===== src/verilog/tcc_pkg.sv =====
// Overview of operation
// - Low data read returns selected channel low byte.
// - Low write loads shadow high plus low.
// - Unselected channels are not accessible.
// - Four flags, hardware sets, software clears.
// - Interrupt needs flag, channel and global enable.
// - Mode select zero means capture mode.
// - Capture copies timer count, sets flag.
// - Clear-on-event bit zeroes the timer.
// - Event select field picks capture source.
// - Pin events are edge only, selectable.
// - Pins sampled every system clock.
// - New capture overwrites data, no overrun check.
// - Internal triggers: timer overflows, comparators.
// - Any comparator interrupt event may trigger.
// - Channels A-D use port bits 0-3.
// - Converter output blocks pin capture C, D.
// - External memory mode blocks all pin capture.
// - Two-bit index selects channel A to D.
// - High writes go to one shared shadow.
// - Software cannot write capture-mode data.
// - Timer stopped: flags set, no data stored.
package tcc_pkg;
	localparam int NUM_CH = 4;
	// Byte addresses on the Wishbone bus (consecutive bytes, not word aligned).
	localparam logic [7:0] ADDR_INDEX = 8'hD1;
	localparam logic [7:0] ADDR_DATA_HIGH = 8'hD2;
	localparam logic [7:0] ADDR_DATA_LOW = 8'hD3;
	localparam logic [7:0] ADDR_CONTROL = 8'hD4;
	localparam logic [7:0] ADDR_FLAGS = 8'hD5;
	localparam logic [7:0] ADDR_GLOBAL = 8'hD6;
	localparam int ADDR_W = 10;
	// Control byte field positions.
	localparam int CTL_IEN = 7;
	localparam int CTL_CTC = 4;
	localparam int CTL_CCM = 3;
	localparam logic [7:0] RST_BYTE = 8'h00;
	localparam logic [15:0] RST_WORD = 16'h0000;
	// Event source encodings.
	typedef enum logic [2:0] {
		SRC_OFF = 3'b000,
		SRC_FALL = 3'b001,
		SRC_RISE = 3'b010,
		SRC_BOTH = 3'b011,
		SRC_T0OVF = 3'b100,
		SRC_T1OVF = 3'b101,
		SRC_CMPA = 3'b110,
		SRC_CMPB = 3'b111
	} tcc_src_e;
	// Internal trigger bundle.
	typedef struct packed {
		logic t0Ovf;
		logic t1Ovf;
		logic cmpA;
		logic cmpB;
	} tcc_trig_s;
endpackage : tcc_pkg


===== src/verilog/tcc_edge_sync.sv =====
`timescale 1ns/100ps
`default_nettype none
module tcc_edge_sync
	import tcc_pkg::*;
(
	// Clock and reset.
	input wire logic clock,
	input wire logic nrst,
	// Pin and edges.
	input wire logic pin,
	output logic rise,
	output logic fall
);
	logic s1_q;
	logic s2_q;
	logic s3_q;
	// Two stages for metastability, third holds the previous sample.
	always_ff @(posedge clock or negedge nrst) begin
		if (!nrst) begin
			s1_q <= 1'b0;
			s2_q <= 1'b0;
			s3_q <= 1'b0;
		end else begin
			s1_q <= pin;
			s2_q <= s1_q;
			s3_q <= s2_q;
		end
	end
	// Edges from two consecutive synchronized samples.
	assign rise = s2_q & ~s3_q;
	assign fall = ~s2_q & s3_q;
endmodule : tcc_edge_sync
`default_nettype wire


===== src/verilog/tcc_capture_array.sv =====
// The implementer's own choice: register access over Wishbone.
`timescale 1ns/100ps
`default_nettype none
module tcc_capture_array
	import tcc_pkg::*;
#(
	parameter int CH = NUM_CH
)
(
	// System.
	input wire logic clock,
	input wire logic nrst,
	// Wishbone slave.
	input wire logic wbCyc,
	input wire logic wbStb,
	input wire logic wbWe,
	input wire logic [ADDR_W-1:0] wbAdr,
	input wire logic [3:0] wbSel,
	input wire logic [31:0] wbDatI,
	output logic [31:0] wbDatO,
	output logic wbAck,
	// Port 2 pins, bits 0 to 3.
	input wire logic [3:0] capturePins,
	input wire logic converterOnPins,
	input wire logic extMemOnPort,
	// Internal triggers and timer.
	input wire tcc_trig_s trig,
	input wire logic timerRunBit,
	input wire logic [15:0] timerCount,
	// Timer clear and interrupt request outputs.
	output logic timerClear,
	output logic irqRequest
);
	logic [1:0] channelIndex_q;
	logic [7:0] dataHighShadow_q;
	logic [7:0] ctl_q [CH];
	logic [15:0] channelDataWord_q [CH];
	logic [CH-1:0] flags_q;
	logic globalIen_q;
	logic [CH-1:0] rise;
	logic [CH-1:0] fall;
	logic [CH-1:0] capEvt;
	logic [CH-1:0] pinAllowed;
	logic [CH-1:0] ienVec;
	logic [CH-1:0] ctcVec;
	logic [CH-1:0] capStore;

	// Bus decode.
	wire busReq = wbCyc & wbStb & ~wbAck;
	wire wrLane = wbWe & wbSel[0];
	wire [7:0] adr = wbAdr[7:0];
	wire wrIndex = busReq & wrLane & (adr == ADDR_INDEX);
	wire wrHigh = busReq & wrLane & (adr == ADDR_DATA_HIGH);
	wire wrLow = busReq & wrLane & (adr == ADDR_DATA_LOW);
	wire wrCtl = busReq & wrLane & (adr == ADDR_CONTROL);
	wire wrFlags = busReq & wrLane & (adr == ADDR_FLAGS);
	wire wrGlobal = busReq & wrLane & (adr == ADDR_GLOBAL);
	wire [1:0] sel = channelIndex_q;
	wire [15:0] selWord = channelDataWord_q[sel];
	wire [7:0] selCtl = ctl_q[sel];

	// Read mux; unmapped addresses read zero.
	logic [7:0] rdByte;
	always_comb begin
		unique case (adr)
			ADDR_INDEX: rdByte = {6'h00, channelIndex_q};
			ADDR_DATA_HIGH: rdByte = selWord[15:8];
			ADDR_DATA_LOW: rdByte = selWord[7:0];
			ADDR_CONTROL: rdByte = selCtl;
			ADDR_FLAGS: rdByte = {4'h0, flags_q};
			ADDR_GLOBAL: rdByte = {7'h00, globalIen_q};
			default: rdByte = 8'h00;
		endcase
	end

	// Single-wait answer: ack one cycle after the strobe, then drop.
	always_ff @(posedge clock or negedge nrst) begin
		if (!nrst) begin
			wbAck <= 1'b0;
			wbDatO <= 32'h0000_0000;
		end else begin
			wbAck <= busReq;
			wbDatO <= {24'h000000, rdByte};
		end
	end

	// Index, shadow and global enable registers.
	always_ff @(posedge clock or negedge nrst) begin
		if (!nrst) begin
			channelIndex_q <= 2'b00;
			dataHighShadow_q <= RST_BYTE;
			globalIen_q <= 1'b0;
		end else begin
			if (wrIndex) channelIndex_q <= wbDatI[1:0];
			if (wrHigh) dataHighShadow_q <= wbDatI[7:0];
			if (wrGlobal) globalIen_q <= wbDatI[0];
		end
	end

	// Per-channel edge detection, source selection and storage.
	genvar g;
	generate
		for (g = 0; g < CH; g++) begin : gCh
			tcc_src_e src;
			logic pinEvt;
			logic intEvt;
			tcc_edge_sync uSync (
				.clock(clock),
				.nrst(nrst),
				.pin(capturePins[g]),
				.rise(rise[g]),
				.fall(fall[g])
			);
			assign src = tcc_src_e'(ctl_q[g][2:0]);
			// Pin capture lost to converter on C/D or external memory on all.
			assign pinAllowed[g] = ~extMemOnPort & ~(converterOnPins & (g >= 2));
			// Edge-only qualification; no level mode exists.
			assign pinEvt = pinAllowed[g] & (((src == SRC_FALL) & fall[g]) | ((src == SRC_RISE) & rise[g])
				| ((src == SRC_BOTH) & (rise[g] | fall[g])));
			// Any comparator interrupt event arrives on cmpA/cmpB.
			assign intEvt = ((src == SRC_T0OVF) & trig.t0Ovf) | ((src == SRC_T1OVF) & trig.t1Ovf)
				| ((src == SRC_CMPA) & trig.cmpA) | ((src == SRC_CMPB) & trig.cmpB);
			assign capEvt[g] = ~ctl_q[g][CTL_CCM] & (pinEvt | intEvt);
			// Data stored only while the timer runs.
			assign capStore[g] = capEvt[g] & timerRunBit;
			assign ienVec[g] = ctl_q[g][CTL_IEN];
			assign ctcVec[g] = ctl_q[g][CTL_CTC] & capStore[g];
			wire selHere = sel == 2'(g);
			always_ff @(posedge clock or negedge nrst) begin
				if (!nrst) begin
					ctl_q[g] <= RST_BYTE;
					channelDataWord_q[g] <= RST_WORD;
				end else begin
					if (wrCtl && selHere) ctl_q[g] <= wbDatI[7:0];
					if (capStore[g]) channelDataWord_q[g] <= timerCount;
					else if (wrLow && selHere && ctl_q[g][CTL_CCM])
						channelDataWord_q[g] <= {dataHighShadow_q, wbDatI[7:0]};
				end
			end
		end
	endgenerate

	// Flags: write one to clear, hardware set wins.
	wire [CH-1:0] flagClr = wrFlags ? wbDatI[CH-1:0] : '0;
	always_ff @(posedge clock or negedge nrst) begin
		if (!nrst) begin
			flags_q <= '0;
			timerClear <= 1'b0;
			irqRequest <= 1'b0;
		end else begin
			flags_q <= (flags_q & ~flagClr) | capEvt;
			timerClear <= |ctcVec;
			irqRequest <= globalIen_q & |(((flags_q & ~flagClr) | capEvt) & ienVec);
		end
	end

	// Checks.
	a_flag_set_wins: assert property (@(posedge clock) disable iff (!nrst)
		capEvt[0] |=> flags_q[0]) else $error("flag A lost on event");
	a_capture_data_stored: assert property (@(posedge clock) disable iff (!nrst)
		capStore[1] |=> channelDataWord_q[1] == $past(timerCount)) else $error("capture B wrong");
	a_stopped_no_store: assert property (@(posedge clock) disable iff (!nrst)
		(!timerRunBit && !(wrLow && sel == 2'd2)) |=> $stable(channelDataWord_q[2])) else $error("stored while stopped");
	a_capture_no_write: assert property (@(posedge clock) disable iff (!nrst)
		(wrLow && sel == 2'd2 && !ctl_q[2][CTL_CCM] && !capStore[2]) |=> $stable(channelDataWord_q[2]))
		else $error("write hit capture channel");
	a_irq_gating: assert property (@(posedge clock) disable iff (!nrst)
		!globalIen_q |=> !irqRequest) else $error("irq without global enable");
	a_extmem_block: assert property (@(posedge clock) disable iff (!nrst)
		extMemOnPort |-> !(capEvt[0] && ctl_q[0][2:0] inside {3'b001, 3'b010, 3'b011}))
		else $error("pin capture under ext memory");
	a_conv_block: assert property (@(posedge clock) disable iff (!nrst)
		converterOnPins |-> !(capEvt[3] && ctl_q[3][2:0] inside {3'b001, 3'b010, 3'b011}))
		else $error("pin capture under converter");
	a_ack_one_cycle: assert property (@(posedge clock) disable iff (!nrst)
		wbAck |=> !wbAck) else $error("ack held");
	a_low_read: assert property (@(posedge clock) disable iff (!nrst)
		(busReq && !wbWe && adr == ADDR_DATA_LOW) |=> wbDatO[7:0] == $past(selWord[7:0])) else $error("low read");
endmodule : tcc_capture_array
`default_nettype wire


===== config.mk =====
export PLATFORM = sky130hd
export DESIGN_NAME = tcc_capture_array
export DESIGN_NICKNAME = d
export VERILOG_FILES = /design/src/verilog/tcc_pkg.sv /design/src/verilog/tcc_edge_sync.sv /design/src/verilog/tcc_capture_array.sv
export SDC_FILE = /design/constraint.sdc
export NUM_CORES = 1
export LEC_CHECK = 0
export BUFFER_PORTS_ARGS = -buffer_cell sky130_fd_sc_hd__buf_4
export CAP_MARGIN = 10
export CORE_MARGIN = 2
export CORE_UTILIZATION = 35
export CTS_BUF_LIST = sky130_fd_sc_hd__clkbuf_8
export DETAILED_ROUTE_END_ITERATION = 10
export GPL_ROUTABILITY_DRIVEN = 0
export GPL_TIMING_DRIVEN = 0
export SETUP_SLACK_MARGIN = 0.3
export SYNTH_ARGS = -nofsm -noshare
export SYNTH_HDL_FRONTEND = slang
export SYNTH_SLANG_ARGS = --single-unit

===== constraint.sdc =====
create_clock -name clock -period 2.55 [get_ports clock]
set_input_delay 0.1275 -clock clock [delete_from_list [all_inputs] [get_ports clock]]
set_output_delay 0.1275 -clock clock [all_outputs]
set_load 0.01 [all_outputs]

==> impl_metrics.py <==
metrics = {
    "final_layout": {
        "fill_cells": 1931,
        "post_layout_nonfiller_instances": 981,
        "diodes": 0,
        "layout_common_cells": "dfrtp_1 (134), buf_4 (80), mux2i_1 (56)",
        "drive_gt1_share_pct": 36.1,
        "fin_nets": 784,
        "final_common_cell": "dfrtp_1",
        "area_growth_pct": 21.7,
    },
    "routing": {
        "routed_wl_um": 19600,
        "drt_pass1_iterations": 8,
        "drc": 0,
        "wl_per_cell_um": 20.0,
        "antenna_left": 0,
        "drt-vias-per-instance": 5.22,
        "drt_iter0_drc": 404,
        "num_vias": 5120,
    },
    "cts": {
        "clock_sinks": 134,
        "clk_transition_reported_paths_ps": 80,
        "cts-htree-levels": 4,
        "insertion_delay_ps": 450,
        "cts_buffers": 17,
        "cts_root_buffer": "clkbuf_8",
        "clk_path_buf_depth": 2,
        "cts_tree": "done",
    },
    "critical_path": {
        "regToRegSetupSlack_ps": 300,
        "crit_slowest_cell": "nand4_2",
        "worst_setup_path_start_kind": "flip-flop",
        "worstSetupPathType": "reg2reg",
        "worst_path_largest_cell_delay_ps": 460,
        "crit_required_ps": 2850,
        "cp-end-kind": "flip-flop",
        "crit_chain": "nand3b_4, nor3_4, nand4_2, buf_2, mux2i_1, a21oi_1",
        "arrival_ps": 2550,
        "critPathMaxFanout": 10,
    },
    "timing": {
        "relSlewSlack_pct": 53.2,
        "drv_slew": 0,
        "fmax_mhz": 444,
        "holdWs_ps": 53.3,
        "finalWorstPathRequiredPeriod_ps": 2250,
        "rsz0062_at_grt": "true",
        "tightest_slew_ps": 702,
        "post-route-period-util_pct": 88.3,
        "tns_ps": 0,
        "setup_viol": 0,
        "finClkSkew_ps": 13.8,
        "hold_violations": 0,
    },
    "synth": {
        "synth-main-ff-cell": "dfrtp_1",
        "synth_area_per_cell_um2": 12.4,
        "syn_inst": 577,
        "netlist_area_um2": 7150,
        "yosysTopAreaCell": "dfrtp_1",
        "ys_top_cells_by_area": "dfrtp_1 (47%), mux2_2 (8.7%), mux4_2 (8.2%), mux2i_1 (7.8%), mux2_4 (4.2%)",
        "yosysSeqAreaShare_pct": 46.9,
        "ys_types": 54,
        "async_flop_share_pct": 100,
        "synth_seq_cells": 134,
        "synth_top_area_share_pct": 46.9,
        "synth_edf_count": 0,
        "yosysWarningCount": 0,
    },
    "die": {
        "start_util_pct": 35.5,
        "coreArea_um2": 20200,
        "die_w_um": 147,
        "ios": 113,
        "die_h_um": 147,
        "die_area_um2": 21600,
        "rows": 52,
    },
    "global_route": {
        "overflow": 0,
        "grt_usage_pct": 18.6,
        "grt_max_degree": 88,
        "antenna_found_initial": 0,
        "grt_pass1_wl_um": 30400,
        "grt_pass1_vias": 5301,
    },
    "status": {
        "status": "finished, final reports clean",
    },
    "hold_path": {
        "hold_path_class": "in2reg",
    },
    "pwr": {
        "p_leak_nw": 4.42,
        "vdd_drop_max_mv": 0.319,
        "power_density_nw_per_um2": 505,
    },
    "placed_design": {
        "io_buffer_count": 50,
        "dpl.cell_count": 921,
        "hpwl_um": 13400,
    },
    "flow_run": {
        "cap_violations": 0,
    },
}
[cell usage after synthesis (2+ instances only)]
cell,n
dfrtp_1,134
mux2i_1,56
mux2_2,55
nand2_1,40
nor2_1,36
a21oi_1,32
buf_4,27
mux4_2,26
mux2_4,20
o21ai_0,17
inv_1,13
buf_2,12
clkbuf_1,12
a22oi_1,8
ha_1,8
buf_1,7
a21boi_0,4
a31oi_1,4
nand2_2,4
nand3_1,4
nor2b_1,4
or2_2,4
nand2b_1,3
nor3_1,3
o21ai_1,3
o22a_1,3
a221o_1,2
a311o_1,2
nand3_4,2
nand3b_1,2
nand4_2,2
nand4b_1,2
nor3_4,2
nor4_4,2
nor4b_1,2
o2111ai_1,2
[path summary, 6_finish.rpt]
| path | from | to | depth (start not counted) |
|---|---|---|---|
| max | wbAck$_DFF_PN0_ | channelDataWord_q[21]$_DFFE_PN0P_ | 6 |
| min | wbAdr[1] | wbDatO[1]$_DFF_PN0_ | 4 |
| max reg2reg | wbAck$_DFF_PN0_ | channelDataWord_q[21]$_DFFE_PN0P_ | 6 |
| min reg2reg | gCh[2].uSync.s1_q$_DFF_PN0_ | gCh[2].uSync.s2_q$_DFF_PN0_ | 0 |
| max in group asynchronous | nrst | flags_q[3]$_DFF_PN0_ | 3 |
| min in group asynchronous | nrst | gCh[1].uSync.s2_q$_DFF_PN0_ | 2 |
[routing by layer]
layer / wire, um / GRT usage [%] / part of all wire [%]
met5: 0 / 0 / 0
met4: 496 / 7.93 / 2.5
met3: 947 / 3.04 / 4.8
met1: 8660 / 24.5 / 44
met2: 9520 / 30.5 / 49
[sequential cells by signal, summed over array words and instances, names as in the netlist, 2 cells and up]
signal             cells
channelIndex_q         2
flags_q                4
gCh.uSync.s1_q         4
ctl_q                 32
wbDatO                 8
gCh.uSync.s3_q         4
gCh.uSync.s2_q         4
channelDataWord_q     64
dataHighShadow_q       8
[layout make-up]
| cell class | count | area [um^2] | area share [%] |
|---|---|---|---|
| plain buffers | 59 | 374 | 4.30 |
| clock buffers | 19 | 262 | 3.00 |
| clock inverters | 13 | 133 | 1.52 |
| inverters | 13 | 48.8 | 0.560 |
| multi-input cells | 394 | 3520 | 40.4 |
| flip-flops and latches | 134 | 3350 | 38.5 |
| well taps | 270 | 338 | 3.88 |
| repair buffers | 79 | 679 | 7.80 |
[critical path: cells and delay by family, from the launching register on]
family          cells  cell delay [ps]
flops               1              380
simple gates        3              990
mux                 1              220
compound gates      1               90
buf+inv             1              420
[repair_timing]
item                                    in CTS  in global routing
pin swaps                                    0                  1
endpoints found under the setup margin      50                 59
hold buffers                                25                  0
gates resized for setup                     11                 10
hold endpoints to repair                   118                  0
setup buffers                                0                  3
[cell families after synthesis]
group / count (synthesis) / share of synthesized area (%)
DFF: 134 / 46.9
adders and majority gates: 8 / 1.40
and+or+nand+nor: 123 / 10.1
buffers and inverters: 72 / 5.51
AOI/OAI and AO/OA: 82 / 7.17
muxes: 157 / 28.9
other: 1 / 0.0524
[power by group]
part,internal (mW),switching (mW)
sequential,2.20,0.0430
combinational,0.196,0.195
clock,0.912,0.852
[stage by stage]
step           util, %  cell area (um^2)  setup slack [ps]  power (mW)
2_1_floorplan        -              7240               647        2.47
3_3_place_gp      39.4              7950             -27.4        2.62
3_5_place_dp      39.6              7980             -61.6        2.64
4_1_cts           42.9              8660               286        4.43
5_1_grt           43.2              8710               207        4.56
6_report          43.2              8710               298        4.39
No activity file was read; power rests on OpenSTA's default activity.
